**src/verilog/twefe_pkg.sv**
```systemverilog
// Package of constants, states and carriers for the two-wire EEPROM front end
package twefe_pkg;
  // ----------------------------------------------------------------
  // Device address word
  // ----------------------------------------------------------------
  localparam logic [3:0] TWEFE_TYPE_ID = 4'hA;
  localparam int TWEFE_ID_MSB = 7;
  localparam int TWEFE_ID_LSB = 4;
  localparam int TWEFE_SEL_MSB_POS = 3;
  localparam int TWEFE_SEL_MID_POS = 2;
  localparam int TWEFE_SEL_LSB_POS = 1;
  localparam int TWEFE_RW_POS = 0;
  // ----------------------------------------------------------------
  // Array geometry
  // ----------------------------------------------------------------
  localparam int TWEFE_PAGES = 32;
  localparam int TWEFE_PAGE_2K = 8;
  localparam int TWEFE_PAGE_4K = 16;
  localparam int TWEFE_AW_2K = 8;
  localparam int TWEFE_AW_4K = 9;
  localparam int TWEFE_AW_MAX = 9;
  localparam logic [3:0] TWEFE_BIT_LAST = 4'h7;
  localparam logic [3:0] TWEFE_BIT_ACK = 4'h8;
  // ----------------------------------------------------------------
  // Timing
  // ----------------------------------------------------------------
  localparam int TWEFE_CLK_HZ = 25000000;
  localparam int TWEFE_PROG_TIME_MS = 5;
  localparam int TWEFE_PROG_CYCLES = TWEFE_CLK_HZ / 1000 * TWEFE_PROG_TIME_MS;
  // ----------------------------------------------------------------
  // States and carriers
  // ----------------------------------------------------------------
  typedef enum logic [2:0] {
    TWEFE_IDLE = 3'h0,
    TWEFE_DEV = 3'h1,
    TWEFE_WADR = 3'h3,
    TWEFE_WDAT = 3'h2,
    TWEFE_RDAT = 3'h6,
    TWEFE_PROG = 3'h7
  } twefe_state_t;

  typedef struct packed {
    logic [7:0] data;
    logic [8:0] addr;
  } twefe_wr_t;
endpackage : twefe_pkg

```
**src/verilog/twefe_fifo.sv**
```systemverilog
// Write buffer FIFO with registered read data
`timescale 1ns/1ps
module twefe_fifo #(
  parameter int WIDTH = 17,
  parameter int DEPTH = 32
) (
  // Clock and reset
  input wire logic clock,
  input wire logic nrst,
  // Fill side
  input wire logic in_valid,
  output logic in_ready,
  input wire logic [WIDTH-1:0] in_data,
  // Drain side
  output logic out_valid,
  input wire logic out_ready,
  output logic [WIDTH-1:0] out_data
);
  localparam int PW = $clog2(DEPTH);
  typedef struct packed {
    logic [PW:0] wp;
    logic [PW:0] rp;
    logic ov;
    logic [WIDTH-1:0] od;
  } twefe_fst_t;
  twefe_fst_t st_reg;
  twefe_fst_t st_next;
  logic [WIDTH-1:0] mem [DEPTH];
  logic [PW:0] count;
  logic pop;
  logic push;
  assign count = st_reg.wp - st_reg.rp;
  assign in_ready = count != DEPTH[PW:0];
  assign push = in_valid && in_ready;
  assign pop = (!st_reg.ov || out_ready) && count != '0;
  assign out_valid = st_reg.ov;
  assign out_data = st_reg.od;
  always_comb
  begin
    st_next = st_reg;
    if (out_ready)
    begin
      st_next.ov = 1'b0;
    end
    if (pop)
    begin
      st_next.ov = 1'b1;
      st_next.od = mem[st_reg.rp[PW-1:0]];
      st_next.rp = st_reg.rp + 1'b1;
    end
    if (push)
    begin
      st_next.wp = st_reg.wp + 1'b1;
    end
  end
  always_ff @(posedge clock)
  begin
    if (push)
    begin
      mem[st_reg.wp[PW-1:0]] <= in_data;
    end
    if (!nrst)
    begin
      st_reg <= '0;
    end
    else
    begin
      st_reg <= st_next;
    end
  end
endmodule : twefe_fifo

```
**src/verilog/twefe_frontend.sv**
```systemverilog
// Two-wire serial EEPROM bus front end, target side
//
// Operation
// [RL1] Sample on clock rise, drive on fall
// [RL2] Data line is open drain only
// [RL3] Guard high blocks all array writes
// [RL4] Small variant: 32x8 pages, 8-bit address
// [RL5] Large variant: 32x16 pages, 9-bit address
// [RL6] Data changes only while clock low
// [RL7] Data fall, clock high: start
// [RL8] Data rise, clock high: stop
// [RL9] Acknowledge each word in ninth clock
// [RL10] Standby at power-up and after stop
// [RL11] Host recovers bus with nine clocks
// [RL12] Device address word follows every start
// [RL13] Upper four bits must match type
// [RL14] Small variant compares three select pins
// [RL15] Large variant: lowest select is page bit
// [RL16] Lowest bit selects read or write
// [RL17] Ack on match, else standby
// [RL18] Internal program finishes within 5 ms
// [RL19] No ack during program cycle
// [RL20] Page writes wrap within the page
// [RL21] Counter holds last address plus one
// [RL22] Sequential read continues while host acks
// [RL23] Type identifier is binary 1010
// [RL24] Protected writes acked but discarded
`timescale 1ns/1ps
module twefe_frontend
  import twefe_pkg::*;
#(
  parameter bit LARGE = 1'b0,
  parameter int PROG_CYCLES = TWEFE_PROG_CYCLES,
  parameter int BUF_DEPTH = TWEFE_PAGE_4K * 2
) (
  // Clock and reset
  input wire logic clock,
  input wire logic nrst,
  // Two-wire bus pins
  input wire logic scl,
  input wire logic sda_in,
  output logic sda_out,
  output logic sda_oe,
  // Hard-wired pins
  input wire logic select_pin_lsb,
  input wire logic select_pin_mid,
  input wire logic select_pin_msb,
  input wire logic write_guard,
  // Array port
  output logic mem_we,
  output logic [8:0] mem_waddr,
  output logic [7:0] mem_wdata,
  output logic [8:0] mem_raddr,
  input wire logic [7:0] mem_rdata,
  // Status
  output logic standby,
  output logic busy
);
  localparam int AW = LARGE ? TWEFE_AW_4K : TWEFE_AW_2K;
  localparam int PB = $clog2(LARGE ? TWEFE_PAGE_4K : TWEFE_PAGE_2K);
  localparam logic [8:0] AMASK = 9'((1 << AW) - 1);
  localparam logic [8:0] PMASK = 9'((LARGE ? TWEFE_PAGE_4K : TWEFE_PAGE_2K) - 1);
  localparam logic [22:0] PCNT = 23'(PROG_CYCLES);

  typedef struct packed {
    logic [1:0] s1;
    logic [1:0] s2;
    logic [1:0] s3;
    twefe_state_t fsm;
    logic [3:0] bitn;
    logic [7:0] sh;
    logic [8:0] addr;
    logic rd_ok;
    logic drive_low;
    logic ack_ph;
    logic wr_any;
    logic [22:0] pcnt;
    logic [7:0] txd;
  } twefe_st_t;
  twefe_st_t st_reg;
  twefe_st_t st_next;

  logic scl_q;
  logic sda_q;
  logic scl_p;
  logic sda_p;
  logic scl_rise;
  logic scl_fall;
  logic start_c;
  logic stop_c;
  logic id_ok;
  logic sel_ok;
  logic f_ready;
  logic f_valid;
  logic f_push;
  twefe_wr_t f_in;
  twefe_wr_t f_out;

  // ----------------------------------------------------------------
  // Pin synchronisers and condition detection
  // ----------------------------------------------------------------
  // Bus pins are asynchronous to clock: s1 feeds s2 only
  assign scl_q = st_reg.s2[1];
  assign sda_q = st_reg.s2[0];
  assign scl_p = st_reg.s3[1];
  assign sda_p = st_reg.s3[0];
  assign scl_rise = scl_q && !scl_p; // [RL1]
  assign scl_fall = !scl_q && scl_p; // [RL1]
  assign start_c = scl_q && scl_p && sda_p && !sda_q; // [RL7] [RL6]
  assign stop_c = scl_q && scl_p && !sda_p && sda_q; // [RL8] [RL6]

  // ----------------------------------------------------------------
  // Address word compare
  // ----------------------------------------------------------------
  // Compared at the fall after the eighth rise, when the whole word sits in sh
  assign id_ok = st_reg.sh[TWEFE_ID_MSB:TWEFE_ID_LSB] == TWEFE_TYPE_ID; // [RL13] [RL23]
  always_comb
  begin
    sel_ok = st_reg.sh[TWEFE_SEL_MSB_POS] == select_pin_msb &&
             st_reg.sh[TWEFE_SEL_MID_POS] == select_pin_mid; // [RL14] [RL15]
    if (!LARGE)
    begin
      sel_ok = sel_ok && st_reg.sh[TWEFE_SEL_LSB_POS] == select_pin_lsb; // [RL14]
    end
  end

  // ----------------------------------------------------------------
  // Bus state machine
  // ----------------------------------------------------------------
  always_comb
  begin
    logic [7:0] word;
    logic [8:0] nxt;
    word = {st_reg.sh[6:0], sda_q};
    nxt = '0;
    st_next = st_reg;
    f_push = 1'b0;
    f_in.data = st_reg.sh;
    f_in.addr = st_reg.addr;
    st_next.s1 = {scl, sda_in};
    st_next.s2 = st_reg.s1;
    st_next.s3 = st_reg.s2;
    if (st_reg.fsm == TWEFE_PROG)
    begin
      // Pins ignored while programming; writes drain from the buffer
      if (st_reg.pcnt != '0)
      begin
        st_next.pcnt = st_reg.pcnt - 1'b1; // [RL18]
      end
      else if (!f_valid)
      begin
        st_next.fsm = TWEFE_IDLE; // [RL19] [RL10]
      end
      st_next.drive_low = 1'b0;
    end
    else if (start_c)
    begin
      st_next.fsm = TWEFE_DEV; // [RL7] [RL12]
      st_next.bitn = '0;
      st_next.ack_ph = 1'b0;
      st_next.drive_low = 1'b0;
    end
    else if (stop_c)
    begin
      st_next.drive_low = 1'b0;
      st_next.ack_ph = 1'b0;
      if (st_reg.wr_any)
      begin
        st_next.fsm = TWEFE_PROG; // [RL19]
        st_next.pcnt = PCNT;
        st_next.wr_any = 1'b0;
      end
      else
      begin
        st_next.fsm = TWEFE_IDLE; // [RL8] [RL10]
      end
    end
    else if (st_reg.fsm != TWEFE_IDLE)
    begin
      if (scl_rise && !st_reg.ack_ph)
      begin
        st_next.sh = word; // [RL1]
        st_next.bitn = st_reg.bitn + 1'b1;
      end
      else if (scl_rise && st_reg.ack_ph && st_reg.fsm == TWEFE_RDAT)
      begin
        // Host ack in the ninth clock keeps the read going
        st_next.rd_ok = !sda_q; // [RL22]
      end
      if (scl_fall && !st_reg.ack_ph && st_reg.bitn == TWEFE_BIT_ACK)
      begin
        st_next.ack_ph = 1'b1;
        st_next.bitn = '0;
        case (st_reg.fsm)
          TWEFE_DEV:
          begin
            if (id_ok && sel_ok) // [RL17]
            begin
              st_next.drive_low = 1'b1; // [RL9]
              if (LARGE)
              begin
                st_next.addr[8] = st_reg.sh[TWEFE_SEL_LSB_POS]; // [RL15]
              end
              if (st_reg.sh[TWEFE_RW_POS]) // [RL16]
              begin
                st_next.fsm = TWEFE_RDAT;
                st_next.rd_ok = 1'b1;
              end
              else
              begin
                st_next.fsm = TWEFE_WADR;
              end
            end
            else
            begin
              st_next.fsm = TWEFE_IDLE; // [RL17]
              st_next.ack_ph = 1'b0;
            end
          end
          TWEFE_WADR:
          begin
            st_next.drive_low = 1'b1; // [RL9]
            st_next.addr[7:0] = st_reg.sh; // [RL4] [RL5]
            st_next.fsm = TWEFE_WDAT;
          end
          TWEFE_WDAT:
          begin
            st_next.drive_low = 1'b1; // [RL9] [RL24]
            f_push = !write_guard && f_ready; // [RL3] [RL24]
            st_next.wr_any = st_reg.wr_any || f_push;
            nxt = (st_reg.addr & ~PMASK) | ((st_reg.addr + 1'b1) & PMASK);
            st_next.addr = nxt; // [RL20] [RL21]
          end
          TWEFE_RDAT:
          begin
            st_next.drive_low = 1'b0;
          end
          default:
          begin
            st_next.fsm = TWEFE_IDLE;
          end
        endcase
      end
      else if (scl_fall && st_reg.ack_ph)
      begin
        st_next.ack_ph = 1'b0;
        st_next.drive_low = 1'b0;
        if (st_reg.fsm == TWEFE_RDAT)
        begin
          if (st_reg.rd_ok)
          begin
            st_next.txd = mem_rdata;
            st_next.addr = (st_reg.addr + 1'b1) & AMASK; // [RL21]
            st_next.drive_low = !mem_rdata[7]; // [RL1]
          end
          else
          begin
            st_next.fsm = TWEFE_IDLE; // [RL22]
          end
        end
      end
      else if (scl_fall && st_reg.fsm == TWEFE_RDAT && st_reg.bitn != '0)
      begin
        // Next bit shifts out on the falling edge
        st_next.drive_low = st_reg.bitn == TWEFE_BIT_ACK ? 1'b0 :
                            !st_reg.txd[TWEFE_BIT_LAST[2:0] - st_reg.bitn[2:0]]; // [RL1]
      end
    end
    if (!nrst)
    begin
      st_next = '0; // [RL10]
    end
  end

  always_ff @(posedge clock)
  begin
    st_reg <= st_next;
  end

  // ----------------------------------------------------------------
  // Write buffer and array port
  // ----------------------------------------------------------------
  // Buffer takes a whole page so the program cycle commits it at once
  twefe_fifo #(.WIDTH($bits(twefe_wr_t)), .DEPTH(BUF_DEPTH)) u_fifo (
    .clock(clock),
    .nrst(nrst),
    .in_valid(f_push),
    .in_ready(f_ready),
    .in_data(f_in),
    .out_valid(f_valid),
    .out_ready(st_reg.fsm == TWEFE_PROG),
    .out_data(f_out)
  );

  assign mem_we = f_valid && st_reg.fsm == TWEFE_PROG && !write_guard; // [RL3]
  assign mem_waddr = f_out.addr & AMASK;
  assign mem_wdata = f_out.data;
  assign mem_raddr = st_reg.addr & AMASK;
  assign sda_out = 1'b0; // [RL2]
  assign sda_oe = st_reg.drive_low; // [RL2]
  assign standby = st_reg.fsm == TWEFE_IDLE;
  assign busy = st_reg.fsm == TWEFE_PROG;
endmodule : twefe_frontend

```
**config.mk**
```make
export PLATFORM = sky130hd
export DESIGN_NAME = twefe_frontend
export DESIGN_NICKNAME = d
export VERILOG_FILES = /design/src/verilog/twefe_pkg.sv /design/src/verilog/twefe_fifo.sv /design/src/verilog/twefe_frontend.sv
export SDC_FILE = /design/constraint.sdc
export NUM_CORES = 1
export LEC_CHECK = 0
export ABC_CLOCK_PERIOD_IN_PS = 3400
export CELL_PAD_IN_SITES_DETAIL_PLACEMENT = 2
export CELL_PAD_IN_SITES_GLOBAL_PLACEMENT = 2
export CORE_MARGIN = 3
export CORE_UTILIZATION = 40
export CTS_CLUSTER_SIZE = 30
export DETAILED_ROUTE_END_ITERATION = 7
export DONT_BUFFER_PORTS = 1
export GPL_TIMING_DRIVEN = 0
export PLACE_DENSITY = 0.7
export SYNTH_ARGS = -nofsm -noshare
export SYNTH_HDL_FRONTEND = slang
export SYNTH_SLANG_ARGS = --single-unit
export TNS_END_PERCENT = 1
```
**constraint.sdc**
```tcl
create_clock -name clock -period 3.4 [get_ports clock]
set_clock_uncertainty 0.2 [all_clocks]
set_input_delay 0.68 -clock clock [delete_from_list [all_inputs] [get_ports clock]]
set_output_delay 0.68 -clock clock [all_outputs]
set_load 0.01 [all_outputs]
```
==> impl_metrics.json, run 1 <==
{
  "clock_latency_ps": 620,
  "htreeDepth": 3,
  "clock_sinks": 610,
  "synth.area.mux_share_pct": 11.3,
  "drv_slew": 0,
  "cts_tree": "yes",
  "outcome": "completed",
  "max-cap-violations": 0,
  "multi_input_area_um2": 6790,
  "power_frac_clock_pct": 40.3,
  "wl_um": 77500,
  "route.detailed.drc": 0,
  "first_iter_violations": 1332,
  "ant_nets": 0,
  "ir_drop_mv": 0.428,
  "fillers": 5513,
  "synthCells": 1528,
  "grt_most_used_layer": "met2",
  "dieArea_um2": 64000,
  "ys_warn_count": 0,
  "endpoint_kind": "flip-flop",
  "globalplace.congestion": 0.825,
  "grt_pass1_wl_um": 113000,
  "gr-usage-met3_pct": 4.61,
  "synth_area_um2": 24400,
  "synth_compound_area_share_pct": 7.16,
  "worstPathRequired_ps": 3700,
  "combPwrFrac_pct": 13.4,
  "rows": 89,
  "vias": 14600,
  "clk_path_buf_depth": 3,
  "power_mw": 17.7,
  "layout_min_cycle_time_ps": 3360,
  "max_slew_margin_pct": 21.2,
  "synth_top_family_by_area": "multiplexers",
  "die_width_um": 253,
  "ys_ff_latch": 610,
  "synthArstFlopShare_pct": 0,
  "finalHoldViolations": 0,
  "wl_per_cell_um": 31.3,
  "swShare_pct": 26.5,
  "synth_fa_ha_area_share_pct": 0.718,
  "worstSetupPathType": "flip-flop to flip-flop",
  "core_um2": 59700,
  "grt_pass1_vias": 15900,
  "grt_max_degree": 38,
  "drive_gt1_share_pct": 20.0,
  "synth.avg_cell_area_um2": 16.0,
  "finalInstanceArea_um2": 28500,
  "critPathLaunchType": "flip-flop",
  "use_met2_pct": 40.4,
  "finalSetupViolations": 0,
  "nNetsFinal": 1678,
  "grt_overflow": 0,
  "portBuffers": 0,
  "synth_cell_types": 63,
  "cellLeakagePower_nw": 9.08,
  "fin_util_pct": 47.8,
  "p_int_mw": 13.0,
  "via_per_inst": 5.90,
  "dpl_cell_area_um2": 25900,
  "boundaryPins": 47,
  "area_growth_pct": 17.0,
  "p_switching_mw": 4.70,
  "synth_flop_cell": "edfxtp_1",
  "dp_hpwl_um": 47700,
  "fmax_ghz": 0.298,
  "worstMarginPinSlew_ps": 1180,
  "synth-xor-area-share_pct": 0.970,
  "rsz0062_at_grt": "true",
  "seq_area_frac_synth_pct": 71.1,
  "hold_class": "primary input to flip-flop",
  "antenna_found_initial": 3,
  "numCtsBuffers": 68,
  "path_clk_slew_ps": 60,
  "grt_usage_pct": 24.4,
  "start_util_pct": 40.8,
  "use_met1_pct": 32.3,
  "ctsRootBufferMaster": "clkbuf_16",
  "largest_register_ffs": 512,
  "dr.pass1.iters": 5,
  "critical_path.max_fanout": 10,
  "power_density_nw_per_um2": 621,
  "power_frac_seq_pct": 46.2,
  "final-seq-area_um2": 17400,
  "cp_data_arrival_time_ps": 3650,
  "synth-edff-count": 512,
  "finalCritPeriodShare_pct": 98.8,
  "yosys.area_share.simple_pct": 6.29,
  "die_h_um": 253
}
[worst max-delay path, cell delays in order (launching register included)]
cell and delay, ps:
dfxtp_1 530, nand2b_1 170, clkbuf_1 290, clkbuf_1 490, a211oi_1 170, a2111oi_2 550
a31oi_1 240, and3_1 280, a211oi_1 310
[Yosys cell counts, drive strengths merged (3+ instances only)]
library cell | number | area (um^2)
dfxtp | 98 | 1960
xor2 | 14 | 123
and2 | 9 | 56.3
nor2 | 117 | 439
nor4 | 8 | 50.1
edfxtp | 512 | 15400
a22o | 16 | 140
o21ai | 20 | 100
nand3 | 23 | 115
nand4 | 5 | 31.3
and3 | 20 | 125
o31ai | 5 | 37.5
xnor2 | 13 | 114
mux4 | 66 | 1490
a31oi | 23 | 150
nand2b | 5 | 31.3
nand3b | 5 | 50.1
or3 | 6 | 42.5
nor3b | 6 | 45.0
buf | 55 | 334
ha | 14 | 175
clkbuf | 50 | 188
a211oi | 40 | 305
or4 | 5 | 37.5
a21oi | 33 | 165
nor3 | 11 | 55.1
mux2i | 127 | 1270
inv | 18 | 67.6
nand4b | 3 | 26.3
nor2b | 21 | 131
o22ai | 3 | 18.8
a2111oi | 16 | 140
a22oi | 70 | 526
nand2 | 65 | 244
[layout by cell type, fill, tap and decap left out, types with 37 or more instances in the layout]
| master | n |
|---|---|
| dfxtp_1 | 81 |
| a211oi_1 | 39 |
| nand2_1 | 62 |
| clkbuf_16 | 69 |
| nor2_1 | 85 |
| a22oi_1 | 70 |
| edfxtp_1 | 512 |
| mux4_2 | 65 |
| mux2i_1 | 127 |
| buf_4 | 37 |
| clkbuf_1 | 61 |
[power groups by stage]
stage | Clock (mW) | Sequential, mW | Combinational, mW
2_1_floorplan | 0 | 8.29 | 1.47
3_3_place_gp | 0 | 8.34 | 2.14
3_5_place_dp | 0 | 8.35 | 2.24
4_1_cts | 7.25 | 8.19 | 2.31
5_1_grt | 7.58 | 8.20 | 2.51
6_report | 7.15 | 8.19 | 2.38
[logic make-up after synthesis]
kind of cell    count (synthesis)
fa+ha+maj                      14
simple gates                  315
xor+xnor                       27
compound gates                245
other cells                     1
buf+inv                       123
mux                           193
flops                         610
[final timing paths]
kind,start,to,slack (ps),cells after the start
hold reg to reg,st_reg[64],scl_q,240,1
setup reg to reg,flip-flop,u_fifo.out_data[2],40,8
hold / removal,mem_rdata[3],st_reg[3],30,2
setup / recovery,flip-flop,u_fifo.out_data[2],40,8
[repair_timing]
action / in CTS / in global routing
pin swaps: 12 / 4
hold buffers: 4 / 0
endpoints found under the hold margin: 4 / 0
endpoints found under the setup margin: 520 / 544
resized for setup: 47 / 32
gates cloned: 0 / 0
buffers inserted: 14 / 4
[through the flow]
stage | hold slack, ps | worst slack [ps] | setup TNS, ps | cells
detailed placement | 234 | -728 | -157080 | 2331
floorplan | 212 | 153 | 0 | 1530
finish | 30.8 | 42.1 | 0 | 2476
CTS | 2.44 | -169 | -14310 | 2470
global route | 25.5 | -68.4 | -307 | 2474
global placement | 218 | -966 | -410700 | 2303
[area by class of cell]
type	instances	share of cell area, %
tap	773	3.39
buffer	103	1.87
clock buffer	95	6.61
multi-input combinational	797	23.8
timing repair buffer	50	2.43
sequential	610	60.8
antenna	2	0.0175
inverter	18	0.237
clock inverter	28	0.811
[per-layer routing]
metal,share of wire (%),vias up,wire length [um]
li1,-,6252,-
met1,41,7724,32000
met2,49,509,37800
met3,6.6,126,5140
met4,3.3,0,2570
met5,0,-,0
(Power assumes the default switching activity.)
==> run 2, diff against run 1 <==
==> constraint.sdc (replaced) <==
create_clock -name clock -period 3.4 [get_ports clock]
set_clock_uncertainty 0.2 [all_clocks]
set_input_delay 0.85 -clock clock [delete_from_list [all_inputs] [get_ports clock]]
set_output_delay 0.85 -clock clock [all_outputs]
set_load 0.01 [all_outputs]
==> impl_metrics.json, run 2 (same netlist as run 1, synthesis figures left out) <==
{
  "outcome": "completed",
  "cts_tree": "yes",
  "cellLeakagePower_nw": 9.06,
  "dieArea_um2": 64000,
  "grt_pass1_wl_um": 113000,
  "rsz0062_at_grt": "true",
  "cp_data_arrival_time_ps": 3680,
  "area_growth_pct": 16.8,
  "worstPathRequired_ps": 3690,
  "via_per_inst": 5.96,
  "power_mw": 17.7,
  "numCtsBuffers": 68,
  "path_cells": "nand2b_1 -> clkbuf_1 -> clkbuf_1 -> a211oi_1 -> a2111oi_2 -> a31oi_1 -> and3_1 -> a211oi_1",
  "fmax_ghz": 0.295,
  "grt_max_degree": 38,
  "finalSetupViolations": 0,
  "dr.pass1.iters": 5,
  "grt_usage_pct": 24.4,
  "routed.top_layer": "met4",
  "endpoint_kind": "flip-flop",
  "path_clk_slew_ps": 60,
  "max_slew_margin_pct": 23.1,
  "fillers": 5515,
  "die_h_um": 253,
  "antenna_found_initial": 3,
  "nNetsFinal": 1674,
  "hold_class": "primary input to flip-flop",
  "multi_input_area_um2": 6790,
  "drive_gt1_share_pct": 20.2,
  "dp_hpwl_um": 47700,
  "largest_register_ffs": 512,
  "start_util_pct": 40.8,
  "layout_min_cycle_time_ps": 3390,
  "setup-tns-final_ps": 0,
  "rows": 89,
  "ant_nets": 0,
  "worstSetupPathType": "flip-flop to flip-flop",
  "critPathLaunchType": "flip-flop",
  "power_density_nw_per_um2": 622,
  "worstMarginPinSlew_ps": 1150,
  "whs_ps": 162,
  "portBuffers": 0,
  "clock_latency_ps": 620,
  "route.met2.wl_um": 37800,
  "core_um2": 59700,
  "wl_met3_um": 4960,
  "wl_per_cell_um": 31.4,
  "die_width_um": 253,
  "drv_slew": 0,
  "first_iter_violations": 1446,
  "htreeDepth": 3,
  "grt_overflow": 0,
  "critPathSlowestCell": "dfxtp_1",
  "layout_commonest_cell": "edfxtp_1",
  "ir_drop_mv": 0.430,
  "globalplace.congestion": 0.825,
  "final-seq-area_um2": 17400,
  "boundaryPins": 47,
  "grt_pass1_vias": 15900,
  "max-cap-violations": 0,
  "vias": 14700,
  "critical_path.max_fanout": 10,
  "route.detailed.drc": 0,
  "ctsRootBufferMaster": "clkbuf_16",
  "wl_um": 77500,
  "wl_met1_um": 32100,
  "finalCritPeriodShare_pct": 99.6,
  "clock_sinks": 610,
  "final_cell_mix": "512 x edfxtp_1, 127 x mux2i_1, 85 x nor2_1, 81 x dfxtp_1, 70 x a22oi_1",
  "holdBufCountCts": 0,
  "max_stage_delay_ps": 570,
  "finalHoldViolations": 0,
  "clk_path_buf_depth": 3
}
-- run 2: changes by cell type in the layout (fill, tap and decap cells not counted), sizes merged --
cell and change:
dlygate4sd3 -4, clkinvlp +1, diode -1, inv -1
-- run 2: report_power, final --
part	internal [mW]	leakage (nW)	switching [mW]
combinational	0.887	2.48	1.49
sequential	8.09	5.55	0.109
clock	4.05	1.03	3.10
-- run 2: metrics by stage --
stage                     utilization (%)  instances  setup WS (ps)  instance area [um^2]
after floorplan                         -       1530            153                 24400
after global placement               42.5       2303           -966                 25400
after detailed placement             43.3       2331           -728                 25900
after CTS                            47.5       2466           -169                 28400
after global routing                 47.7       2470          -68.4                 28500
final                                47.7       2471           14.4                 28500
-- run 2: worst max-delay path, delay by kind of cell (launching register included) --
kind	cells	cell delay, ps
compound gates	4	1230
buf+inv	2	780
flops	1	570
simple gates	2	450
-- run 2: repair_timing --
action / in CTS / in global routing
pin swaps: 12 / 4
cloned: 0 / 0
gates resized for setup: 50 / 31
setup buffers: 14 / 4
endpoints found under the setup margin: 522 / 543
-- run 2: worst paths after layout --
kind / from / end / slack (ps) / cells past startpoint
worst max register to register: flip-flop / u_fifo.out_data[2] / 10 / 8
worst min register to register: st_reg[64] / scl_q / 240 / 1
worst min-delay path: sda_in / st_reg[63] / 160 / 1
worst max-delay path: flip-flop / u_fifo.out_data[2] / 10 / 8
-- run 2: routing by layer --
layer / GRT usage [%] / vias up
met5: 0 / -
met4: 9.29 / 0
met3: 4.60 / 136
met2: 40.3 / 552
met1: 32.3 / 7794
li1: - / 6243
-- run 2: cell type report --
cell class	instances	area share, %
flip-flops and latches	610	60.9
multi-input cells	797	23.8
clock buffers	95	6.61
well taps	773	3.39
repair buffers	46	2.30
plain buffers	103	1.88
clock inverters	28	0.813
inverters	18	0.250
diodes	1	0.00878
